`src/rtl/agen_cfg.svh`:
```
// address generator constants: register map, field positions, reset values, limits
`ifndef AGEN_CFG_SVH
`define AGEN_CFG_SVH

// register byte offsets
`define AGEN_OFF_CTRL 12'h000
`define AGEN_OFF_STATUS 12'h004
`define AGEN_OFF_MASK 12'h008
`define AGEN_OFF_LAST_OFFSET 12'h00C
`define AGEN_OFF_LAST_LINEAR 12'h010
`define AGEN_OFF_LAST_INFO 12'h014

// control fields
`define AGEN_CTRL_CODE_SIZE 0
`define AGEN_CTRL_REAL 1
`define AGEN_CTRL_PAGING 2
`define AGEN_CTRL_CODE_SIZE_RST 1'h0
`define AGEN_CTRL_REAL_RST 1'h1
`define AGEN_CTRL_PAGING_RST 1'h0

// status and mask fields
`define AGEN_EVT_DONE 0
`define AGEN_EVT_PROT 1
`define AGEN_EVT_FORM 2
`define AGEN_EVT_WIDTH 3
`define AGEN_STATUS_RST 3'h0
`define AGEN_MASK_RST 3'h0

// general register numbers
`define AGEN_GPR_STACK_POINTER 3'h4
`define AGEN_GPR_GENERAL_BASE 3'h3
`define AGEN_GPR_FRAME_BASE 3'h5
`define AGEN_GPR_SOURCE_INDEX 3'h6
`define AGEN_GPR_DEST_INDEX 3'h7

// address limits and shapes
`define AGEN_REAL_LIMIT 32'h0000FFFF
`define AGEN_SEG_SHIFT 4
`define AGEN_PAGE_BITS 12
`define AGEN_EXTRA_CLKS 1

`endif

```
`src/rtl/agen_pkg.sv`:
```
// types shared by the address generator files
package agen_pkg;

    typedef enum logic [1:0] {DISP_NONE, DISP_8, DISP_16, DISP_32} disp_kind_t;

    typedef enum logic [1:0] {SIZE_BYTE, SIZE_WORD, SIZE_DWORD, SIZE_RSVD} access_size_t;

    typedef enum {ST_IDLE, ST_CALC, ST_EXTRA} agen_state_t;

    typedef struct packed {
        logic useBase;
        logic [2:0] baseSel;
        logic useIndex;
        logic [2:0] indexSel;
        logic [1:0] scaleLog;
        disp_kind_t dispKind;
        logic [31:0] disp;
        logic operandPrefix;
        logic addressPrefix;
        access_size_t accessSize;
        logic [31:0] segBase;
        logic [15:0] segSelector;
    } addr_req_t;

    typedef struct packed {
        logic [31:0] effAddr;
        logic [31:0] linearAddr;
        logic [31:0] lastByteAddr;
        logic [19:0] pageNumber;
        logic [11:0] pageOffset;
        logic pageCross;
        logic operand32;
        logic address32;
        logic protFault;
        logic formFault;
    } addr_resp_t;

endpackage

```
`src/rtl/offset_adder.sv`:
```
// base plus scaled index plus displacement, wrapped to the active address size
`timescale 1ns/1ps
module offset_adder
    import agen_pkg::*;
(
    input wire logic [31:0] baseVal,
    input wire logic [31:0] indexVal,
    input wire logic useBase,
    input wire logic useIndex,
    input wire logic [1:0] scaleLog,
    input wire logic [31:0] dispExt,
    input wire logic address32,
    output logic [31:0] effAddr
);
    logic [31:0] baseTerm;
    logic [31:0] indexTerm;
    logic [31:0] sum;

    // unused parts count as zero
    assign baseTerm = useBase ? baseVal : 32'h00000000;
    // scale of 1, 2, 4 or 8 is a shift of 0..3
    assign indexTerm = useIndex ? (indexVal << scaleLog) : 32'h00000000;
    // two's complement wrap: carries out of bit 31 are dropped
    assign sum = baseTerm + indexTerm + dispExt;
    assign effAddr = address32 ? sum : {16'h0000, sum[15:0]};
endmodule // offset_adder

```
`src/rtl/effective_address_generator.sv`:
```
// effective and linear address generation with APB control and status
//
// The placing of the registers and register access over APB were decided locally.
`timescale 1ns/1ps
//
// Contract
// - offset is base plus scaled index plus displacement
// - scale one, two, four, eight as shift
// - 32-bit: any base, index not stack pointer
// - 32-bit: displacement none, 8 or 32
// - 16-bit: displacement none, 8 or 16
// - 16-bit: limited base and index, no scale
// - base with index costs one extra clock
// - code segment size flag picks default sizes
// - real mode defaults to 16-bit sizes
// - prefixes invert default sizes per instruction
// - real mode offset above FFFFH faults
// - linear is segment base plus offset
// - direct mode uses displacement alone
// - multibyte values little endian in consecutive bytes
// - value address is its lowest byte
// - two's complement arithmetic throughout
// - paging uses 4K byte pages
// - real mode linear is selector shl 4 plus offset
module effective_address_generator
    import agen_pkg::*;
(
    input wire logic core_clk,
    input wire logic sys_rst,
    // APB slave
    input wire logic psel,
    input wire logic penable,
    input wire logic pwrite,
    input wire logic [11:0] paddr,
    input wire logic [31:0] pwdata,
    output logic [31:0] prdata,
    output logic pready,
    output logic pslverr,
    // decoder and register file side
    input wire logic reqValid,
    input wire addr_req_t req,
    input wire logic [7:0][31:0] gprValues,
    output logic reqReady,
    // memory path side
    output logic respValid,
    output addr_resp_t resp,
    output logic irq
);

    `include "agen_cfg.svh"

    // ------------------------------------------------------------
    // state
    // ------------------------------------------------------------
    typedef struct packed {
        agen_state_t state;
        addr_req_t req;
        logic [31:0] baseVal;
        logic [31:0] indexVal;
        addr_resp_t resp;
        logic respValid;
        logic reqReady;
        logic ctrlCodeSize;
        logic ctrlReal;
        logic ctrlPaging;
        logic [`AGEN_EVT_WIDTH-1:0] status;
        logic [`AGEN_EVT_WIDTH-1:0] mask;
        logic irq;
        logic [31:0] prdata;
        logic pready;
        logic pslverr;
    } agen_regs_t;

    agen_regs_t r;
    agen_regs_t next_r;

    // ------------------------------------------------------------
    // address size and form checks on the captured request
    // ------------------------------------------------------------
    logic default32, operand32, address32;
    logic [1:0] scaleUsed;
    logic [31:0] dispExt, offsetSum, effAddr, segPart, linearAddr, lastByteAddr, spanBytes;
    logic formBad, protBad, needExtra;

    always_comb
    begin
        // real mode forces 16-bit defaults regardless of the size flag
        default32 = r.ctrlCodeSize & ~r.ctrlReal;
        // in real mode the address prefix only unlocks the 32-bit forms
        operand32 = default32 ^ r.req.operandPrefix;
        address32 = default32 ^ r.req.addressPrefix;
    end

    always_comb
    begin
        unique case (r.req.dispKind)
            DISP_NONE:
            begin
                dispExt = 32'h00000000;
            end
            DISP_8:
            begin
                dispExt = {{24{r.req.disp[7]}}, r.req.disp[7:0]};
            end
            DISP_16:
            begin
                dispExt = {{16{r.req.disp[15]}}, r.req.disp[15:0]};
            end
            DISP_32:
            begin
                dispExt = r.req.disp;
            end
        endcase
    end

    always_comb
    begin
        formBad = 1'b0;
        scaleUsed = r.req.scaleLog;
        if (address32)
        begin
            // any register may be base; stack pointer may not be index
            if (r.req.useIndex && r.req.indexSel == `AGEN_GPR_STACK_POINTER)
            begin
                formBad = 1'b1;
            end
            if (r.req.dispKind == DISP_16)
            begin
                formBad = 1'b1;
            end
        end
        else
        begin
            // the 16-bit form has no scaling; a supplied scale is ignored
            scaleUsed = 2'h0;
            if (r.req.useBase && r.req.baseSel != `AGEN_GPR_GENERAL_BASE
                && r.req.baseSel != `AGEN_GPR_FRAME_BASE)
            begin
                formBad = 1'b1;
            end
            if (r.req.useIndex && r.req.indexSel != `AGEN_GPR_SOURCE_INDEX
                && r.req.indexSel != `AGEN_GPR_DEST_INDEX)
            begin
                formBad = 1'b1;
            end
            if (r.req.dispKind == DISP_32)
            begin
                formBad = 1'b1;
            end
        end
    end

    // direct mode falls out of the same sum with both registers unused
    offset_adder u_adder (
        .baseVal(r.baseVal),
        .indexVal(r.indexVal),
        .useBase(r.req.useBase),
        .useIndex(r.req.useIndex),
        .scaleLog(scaleUsed),
        .dispExt(dispExt),
        .address32(address32),
        .effAddr(offsetSum)
    );

    always_comb
    begin
        effAddr = offsetSum;
        protBad = r.ctrlReal && (offsetSum > `AGEN_REAL_LIMIT);
        if (r.ctrlReal)
        begin
            segPart = {12'h000, r.req.segSelector, 4'h0};
        end
        else
        begin
            segPart = r.req.segBase;
        end
        linearAddr = segPart + effAddr;
        unique case (r.req.accessSize)
            SIZE_BYTE:
            begin
                spanBytes = 32'h00000000;
            end
            SIZE_WORD:
            begin
                spanBytes = 32'h00000001;
            end
            default:
            begin
                spanBytes = 32'h00000003;
            end
        endcase
        // value sits low byte first; its address is the lowest byte
        lastByteAddr = linearAddr + spanBytes;
        needExtra = r.req.useBase && r.req.useIndex;
    end

    // ------------------------------------------------------------
    // APB decode
    // ------------------------------------------------------------
    logic apbAccess;
    logic mapped;
    logic [31:0] readMux;
    logic doWrite;
    logic [`AGEN_EVT_WIDTH-1:0] evtSet;
    logic [`AGEN_EVT_WIDTH-1:0] evtClr;

    assign apbAccess = psel & penable;
    assign doWrite = apbAccess & r.pready & pwrite;

    always_comb
    begin
        mapped = 1'b1;
        readMux = 32'h00000000;
        unique case (paddr)
            `AGEN_OFF_CTRL:
            begin
                readMux[`AGEN_CTRL_CODE_SIZE] = r.ctrlCodeSize;
                readMux[`AGEN_CTRL_REAL] = r.ctrlReal;
                readMux[`AGEN_CTRL_PAGING] = r.ctrlPaging;
            end
            `AGEN_OFF_STATUS:
            begin
                readMux[`AGEN_EVT_WIDTH-1:0] = r.status;
            end
            `AGEN_OFF_MASK:
            begin
                readMux[`AGEN_EVT_WIDTH-1:0] = r.mask;
            end
            `AGEN_OFF_LAST_OFFSET:
            begin
                readMux = r.resp.effAddr;
            end
            `AGEN_OFF_LAST_LINEAR:
            begin
                readMux = r.resp.linearAddr;
            end
            `AGEN_OFF_LAST_INFO:
            begin
                readMux[5:0] = {r.resp.pageCross, r.resp.operand32, r.resp.address32,
                                r.resp.protFault, r.resp.formFault, r.respValid};
            end
            default:
            begin
                mapped = 1'b0;
            end
        endcase
    end

    assign evtClr = (doWrite && paddr == `AGEN_OFF_STATUS) ? pwdata[`AGEN_EVT_WIDTH-1:0] : '0;

    // ------------------------------------------------------------
    // next state
    // ------------------------------------------------------------
    always_comb
    begin
        next_r = r;
        evtSet = '0;
        next_r.respValid = 1'b0;

        unique case (r.state)
            ST_IDLE:
            begin
                if (reqValid)
                begin
                    next_r.req = req;
                    next_r.baseVal = gprValues[req.baseSel];
                    next_r.indexVal = gprValues[req.indexSel];
                    next_r.state = ST_CALC;
                end
            end
            ST_CALC:
            begin
                // base with index holds one clock longer in ST_EXTRA; the same one-cycle sum is captured there
                if (needExtra)
                begin
                    next_r.state = ST_EXTRA;
                end
                else
                begin
                    next_r.state = ST_IDLE;
                    next_r.respValid = 1'b1;
                end
            end
            ST_EXTRA:
            begin
                next_r.state = ST_IDLE;
                next_r.respValid = 1'b1;
            end
        endcase

        if (next_r.respValid)
        begin
            next_r.resp.effAddr = effAddr;
            next_r.resp.linearAddr = linearAddr;
            next_r.resp.lastByteAddr = lastByteAddr;
            next_r.resp.pageNumber = linearAddr[31:`AGEN_PAGE_BITS];
            next_r.resp.pageOffset = linearAddr[`AGEN_PAGE_BITS-1:0];
            next_r.resp.pageCross = r.ctrlPaging
                && (lastByteAddr[31:`AGEN_PAGE_BITS] != linearAddr[31:`AGEN_PAGE_BITS]);
            next_r.resp.operand32 = operand32;
            next_r.resp.address32 = address32;
            next_r.resp.protFault = protBad;
            next_r.resp.formFault = formBad;
            evtSet[`AGEN_EVT_DONE] = 1'b1;
            evtSet[`AGEN_EVT_PROT] = protBad;
            evtSet[`AGEN_EVT_FORM] = formBad;
        end
        next_r.reqReady = (next_r.state == ST_IDLE);

        // APB: one wait state, then the answer; writes land on the ready edge
        next_r.pready = 1'b0;
        if (apbAccess && !r.pready)
        begin
            next_r.pready = 1'b1;
            next_r.pslverr = ~mapped;
            next_r.prdata = pwrite ? 32'h00000000 : readMux;
        end
        if (doWrite && paddr == `AGEN_OFF_CTRL)
        begin
            next_r.ctrlCodeSize = pwdata[`AGEN_CTRL_CODE_SIZE];
            next_r.ctrlReal = pwdata[`AGEN_CTRL_REAL];
            next_r.ctrlPaging = pwdata[`AGEN_CTRL_PAGING];
        end
        if (doWrite && paddr == `AGEN_OFF_MASK)
        begin
            next_r.mask = pwdata[`AGEN_EVT_WIDTH-1:0];
        end

        // a new event beats a clear in the same cycle
        next_r.status = (r.status & ~evtClr) | evtSet;
        next_r.irq = |(next_r.status & next_r.mask);
    end

    always_ff @(posedge core_clk)
    begin
        if (sys_rst)
        begin
            r <= '0;
            r.state <= ST_IDLE;
            r.reqReady <= 1'b1;
            r.ctrlCodeSize <= `AGEN_CTRL_CODE_SIZE_RST;
            r.ctrlReal <= `AGEN_CTRL_REAL_RST;
            r.ctrlPaging <= `AGEN_CTRL_PAGING_RST;
            r.status <= `AGEN_STATUS_RST;
            r.mask <= `AGEN_MASK_RST;
        end
        else
        begin
            r <= next_r;
        end
    end

    // ------------------------------------------------------------
    // outputs
    // ------------------------------------------------------------
    assign prdata = r.prdata;
    assign pready = r.pready;
    assign pslverr = r.pslverr;
    assign reqReady = r.reqReady;
    assign respValid = r.respValid;
    assign resp = r.resp;
    assign irq = r.irq;

endmodule // effective_address_generator

```
`config.mk`:
```
export PLATFORM = sky130hd
export DESIGN_NAME = effective_address_generator
export DESIGN_NICKNAME = d
export VERILOG_FILES = /design/src/rtl/agen_pkg.sv /design/src/rtl/offset_adder.sv /design/src/rtl/effective_address_generator.sv
export VERILOG_INCLUDE_DIRS = /design/src /design/src/rtl
export SDC_FILE = /design/constraint.sdc
export NUM_CORES = 1
export LEC_CHECK = 0
export ABC_AREA = 1
export CORE_AREA = 2 2 222 224
export CTS_CLUSTER_SIZE = 25
export DETAILED_ROUTE_END_ITERATION = 12
export DIE_AREA = 0 0 224 226
export DONT_BUFFER_PORTS = 1
export MAX_ROUTING_LAYER = met4
export PLACE_DENSITY = 0.77
export SYNTH_ARGS = -nofsm -noshare
export SYNTH_HDL_FRONTEND = slang
export SYNTH_HIERARCHICAL = 1
export SYNTH_SLANG_ARGS = --single-unit
```
`constraint.sdc`:
```
create_clock -name core_clk -period 6 [get_ports core_clk]
set_input_delay 1.2 -clock core_clk [delete_from_list [all_inputs] [get_ports core_clk]]
set_output_delay 1.2 -clock core_clk [all_outputs]
set_load 0.05 [all_outputs]
```
Word-level counts from Yosys, hierarchy flattened
Cells that the tools add are included.
Storage, ports and cells
  bits in registers: 371
  bits of input ports: 402
  output and inout bits: 170
  logic and storage cells: 125
Cells by class
  add/sub/neg operators: 4
  $lt $le $gt $ge: 3
  eq/ne operators: 17
  shifts and indexed selects: 1
  multiplexer cells: 31
  bitwise operators: 12
  reductions and logical operators: 21
Operator list (count)
  $mux 32: 7
  $bmux 32 s3: 2
  $mux 192: 1
  $add 32x32->32: 4
  $pmux 32 s4: 1
  $pmux 32 s3: 1
  $logic_not 32->1: 2
  $pmux 26 s2: 1
  $eq 32x1->1 const B: 1
  $eq 32x2->1 const B: 1
  $gt 32x16->1 const B: 1
  $shl 32x2->32: 1
  $eq 12x4->1 const B: 2
  $eq 12x5->1 const B: 2
  $ne 20x20->1: 1
  $pmux 3 s6: 1
  $eq 12x3->1 const B: 1
  $logic_and 1x1->1: 12
  $logic_not 12->1: 1
  $mux 3: 3
  $ne 3x3->1 const B: 3
  $pmux 3 s3: 1
  $lt 3x4->1 const B: 2
  $mux 1: 8
  other kinds (18): 29

Depth between registers and ports, before layout
  word-level depth: 15
  mapped depth: 44
  depth with buffers taken out: 43

Hierarchy
Netlist, hierarchy kept.
By module, submodules not included
  effective_address_generator: times used 1, cells an instance 3496, area each 21926.0 µm², sequential area each 6786.5 µm²
  offset_adder: times used 1, cells an instance 705, area each 4022.6 µm², sequential area each 0.0 µm²

Worst setup path before layout
Ideal clock, no wire load.
  kind: register to register
  from: reg r[42] in the netlist's numbering
  to: reg r (netlist bit resp[66])
  library setup time: 0.109 ns
  arrival: 4.958 ns
  required time: 5.891 ns
  slack: 0.933 ns
  stages on the path, launching flop included: 40
  path buffers: 2
  clock period less this slack: 5.067 ns
  cells stage by stage: dfxtp_1 -> inv_1 -> nand2_1 -> xor2_1 -> nor2_1 -> buf_2 -> buf_2 -> nand2_1 -> nand2_1 -> nand2_1 -> fa_1 -> inv_1 -> ha_1 -> fa_1 -> nand3_1 -> nand3_1 -> nand2_1 -> nand3_1 -> (+4 left out) -> nor2_1 -> ha_1 -> nand2_1 -> inv_1 -> nand2_1 -> nand3_1 -> a21oi_1 -> nand3_1 -> nand2_1 -> nand2_1 -> nor2_1 -> inv_1 -> nor2_1 -> nand3_1 -> nand2_1 -> nand3_1 -> nand2_1 -> inv_1
Between the ends
  word-level cells in the longest chain between the ends: 11
  elaborated cells between the ends (all ways): 12
  those cells by class: 4 x add/sub; 1 x shift; 4 x mux; 3 x bitwise
Ends and longest elaborated chain
  start: declaration: line effective_address_generator.sv:74  | agen_regs_t r;
  start signal: assignment: line effective_address_generator.sv:349  | r <= next_r;
  $not 1->1: line effective_address_generator.sv:88  | default32 = r.ctrlCodeSize & ~r.ctrlReal;
  $and 1x1->1: line effective_address_generator.sv:88
  $xor 1x1->1: line effective_address_generator.sv:91  | address32 = default32 ^ r.req.addressPrefix;
  $mux 2: line effective_address_generator.sv:120  | if (address32)
  net scaleUsed[0]: line effective_address_generator.sv:81  | logic [1:0] scaleUsed;
  $shl 32x2->32: line offset_adder.sv:22  | assign indexTerm = useIndex ? (indexVal << scaleLog) : 32'h00000000;
  $mux 32: line offset_adder.sv:22
  $add 32x32->32 (2 in a row): line offset_adder.sv:24  | assign sum = baseTerm + indexTerm + dispExt;
  $mux 32: line offset_adder.sv:25  | assign effAddr = address32 ? sum : {16'h0000, sum[15:0]};
  net effAddr[17]: line effective_address_generator.sv:82  | logic [31:0] dispExt, offsetSum, effAddr, segPart, linearAddr, lastByteAddr, spanBytes;
  $add 32x32->32: line effective_address_generator.sv:177  | linearAddr = segPart + effAddr;
  $add 32x32->32: line effective_address_generator.sv:193  | lastByteAddr = linearAddr + spanBytes;
The timed path passes the listed nets, and every way through them passes these cells.
A chain may end at the register's enable or synchronous reset.

Final worst setup path
  from: reg r[42] in the netlist's numbering
  to: reg r (netlist bit resp[68])
Same word-level chain as after synthesis.

==> impl_metrics.toml <==
[critical_path]
ff2ff_path_depth = 42
cpMaxStageDelayCell = "fa_1"
required_ps = 6490
rrSetupSlack_ps = 310
crit_arrival_ps = 6180
path_max_fanout = 7
slowest_delay_ps = 520
regToRegStartpoint = "r[42]$_SDFFE_PP1P_"
crit_path_end_kind = "register"
cpMostUsedCell = "nand2_1"
critPathKind = "reg2reg"
timing.rr.end = "resp[68]$_SDFFE_PP0P_"
worst_setup_path_start_kind = "register"

[outcome]
status = "complete, no violations"

[layout]
stdcell_count = 4662
nets = 4473
syn_to_final_growth_pct = 6.18
layout-drive-gt1-share_pct = 10.6

[floorplan]
start_util_pct = 53.7
num_io_pins = 572
coreArea_um2 = 48300
die_h_um = 226
dieArea_um2 = 50600
rows = 81
fp.dieW_um = 224

[sta]
max_slew_margin_pct = 25.9
period_share_pct = 94.8
hold_viol = 0
holdWs_ps = 442
period_minus_slack_ps = 5690
final_max_slew_viol_count = 0
worstMarginPinSlew_ps = 1110
setup_viol = 0
worst_clock_skew_ps = 18.9
fmax_mhz = 176

[drt]
drtIter0Drc = 2188
routedWlPerCell_um = 18.7
drc_errors = 0
drtPass1Iterations = 9
drtAntennaViolNets = 0
vias = 26300
wl_um = 87100
viasPerCell = 5.63

[synthesis]
syn_nets = 4700
synth_top_cell_area_share_pct = 26.2
synth.area.top_cells = "dfxtp_1, o21ai_0, nand2_1"
ys_types = 51
yosysWarnings = 6
postSynthCellCount = 4201
syn_area_per_cell_um2 = 6.18
synth_seq_area_share_pct = 26.2
synth.largest_area_cell = "dfxtp_1"
ys_seq_elements = 339
synth_area_um2 = 25900

[clocking]
insertion_delay_ps = 570
root_buffer = "clkbuf_16"
path_clk_slew_ps = 70
cts-hold-fix-buffers = 0
tritoncts = "yes"
clockBufferDepth = 3
clock-sinks = 339
htreeDepth = 2
cts_made_buffers = 37

[placed_design]
dp.cells = 4547
port_buffers = 0
post-dp-hpwl_um = 66800
globalplace.congestion = 1.01

[min_path]
whs_path_depth = 2
worstHoldStart = "r[369]$_SDFF_PP0_"
hold_path_class = "reg2reg"
hold_end = "r[369]$_SDFF_PP0_"

[power_and_ir_drop]
leakagePower_nw = 12.7
vdd_ir_drop_max_mv = 0.175
powerDensity_nw_per_um2 = 240

[grt]
grt_usage_pct = 33.6
grt_pass1_wl_um = 131000
gr-total-overflow = 0
antenna_found_initial = 32
grt_pass1_vias = 23900
grt_max_degree = 153

[job]
maxCapViolations = 0
==> through the flow <==
stage	power, W	util [%]	setup slack (ps)	instance area, µm²	TNS [ps]
6_report	0.00662	57.0	315	27600	0
2_1_floorplan	0.00390	-	933	25900	0
5_1_grt	0.00693	57.0	-24.7	27500	-86.1
4_1_cts	0.00657	55.4	77.3	26800	0
3_5_place_dp	0.00417	52.8	120	25500	0
3_3_place_gp	0.00415	52.8	159	25500	0
==> critical path, delay by kind of cell, from the launching register on <==
kind	cells	cell delay, ps
xor+xnor	1	160
compound gates	3	530
fa+ha+maj	3	1160
mux	1	150
simple gates	26	2410
flops	1	330
buf+inv	8	840
==> synthesized netlist by cell type, drive strengths merged <==
| cell type | n |
|---|---|
| a211o | 2 |
| a211oi | 6 |
| a21o | 4 |
| a21oi | 437 |
| a31oi | 67 |
| and2 | 2 |
| and3 | 3 |
| buf | 194 |
| clkbuf | 188 |
| clkinv | 5 |
| dfxtp | 339 |
| fa | 34 |
| ha | 63 |
| inv | 630 |
| mux2i | 27 |
| nand2 | 858 |
| nand3 | 144 |
| nand3b | 4 |
| nand4 | 37 |
| nor2 | 373 |
| nor3 | 16 |
| nor3b | 1 |
| nor4 | 12 |
| o211ai | 13 |
| o21ai | 649 |
| o21bai | 6 |
| o221ai | 3 |
| o22ai | 44 |
| o2bb2ai | 2 |
| o31ai | 4 |
| o32ai | 1 |
| o41ai | 1 |
| or2 | 2 |
| xnor2 | 3 |
| xor2 | 27 |
==> cell families (layout without fill, tap and decap cells) <==
logic type                 count (synthesis)  count (layout)  synth area share, %
AOI/OAI and AO/OA                       1239            1239                 25.0
xor gates and xnor gates                  30              30                 1.04
adders and majority gates                 97              97                 5.66
buffers and inverters                   1017             816                 17.2
DFF                                      339             339                 26.2
muxes                                     27              27                 1.04
other                                      0              40                    0
and+or+nand+nor                         1452            1452                 23.9
==> flip-flops by register name, indices dropped and copies added, names as in the netlist <==
name	flops
irq	1
pready	1
reqReady	1
respValid	1
r	201
pslverr	1
prdata	32
resp	101
==> area by class of cell <==
cell class | count | area, µm²
Antenna cell | 40 | 100
Sequential cell | 339 | 6790
Timing Repair Buffer | 116 | 965
Tap cell | 622 | 778
Inverter | 635 | 2400
Clock buffer | 42 | 996
Clock inverter | 23 | 283
Fill cell | 4877 | 20800
Multi-Input combinational cell | 2845 | 15200
==> layout by cell type (no fill, tap or decap), types with 5 or more instances in the layout <==
cell / n
dfxtp_1: 339
nand2_1: 804
nand3_2: 21
o211ai_1: 13
bufinv_16: 5
a21oi_1: 423
inv_2: 20
mux2i_1: 10
ha_2: 14
clkinv_2: 13
ha_1: 40
nand2_2: 47
xor2_2: 9
a31oi_1: 67
inv_1: 606
fa_1: 33
a211oi_1: 5
mux2i_2: 16
nor3_2: 7
o22ai_1: 41
buf_4: 107
a21oi_2: 13
ha_4: 9
nor4_1: 12
nor2_2: 49
nor2_4: 12
nand3_1: 122
diode_2: 40
nor2_1: 312
o21ai_1: 5
o21bai_1: 6
clkbuf_16: 40
xor2_1: 16
nand2_4: 7
nand4_1: 36
nor3_1: 9
o21ai_0: 642
==> layer usage <==
layer,share of wire (%),vias up,GRT usage [%]
li1,-,13100,-
met1,39,11900,38.6
met2,48,1079,56.6
met3,7.2,227,5.72
met4,5.7,0,17.1
met5,0,-,-
==> power by group <==
part           internal, W  total (W)  switching, W  leakage [nW]
registers          0.00242    0.00284      0.000419          2.78
logic             0.000477    0.00138      0.000899          9.28
clock network      0.00142    0.00241      0.000984         0.635
total              0.00432    0.00662       0.00230          12.7
==> timing repair <==
action                                  CTS  global route
gates resized for setup                   0           122
endpoints found under the setup margin    0            28
setup buffers                             0             8
==> worst max path at each step <==
stage	end	start	slack, ps	depth (start not counted)
after floorplan	resp[66]$_SDFFE_PP0P_	r[42]$_SDFFE_PP1P_	930	39
after global placement	resp[66]$_SDFFE_PP0P_	r[42]$_SDFFE_PP1P_	160	39
after detailed placement	resp[66]$_SDFFE_PP0P_	r[42]$_SDFFE_PP1P_	120	39
after CTS	resp[66]$_SDFFE_PP0P_	r[42]$_SDFFE_PP1P_	80	39
after global routing	resp[68]$_SDFFE_PP0P_	r[42]$_SDFFE_PP1P_	-20	39
final	resp[68]$_SDFFE_PP0P_	r[42]$_SDFFE_PP1P_	310	42
(Power assumes the default switching activity.)
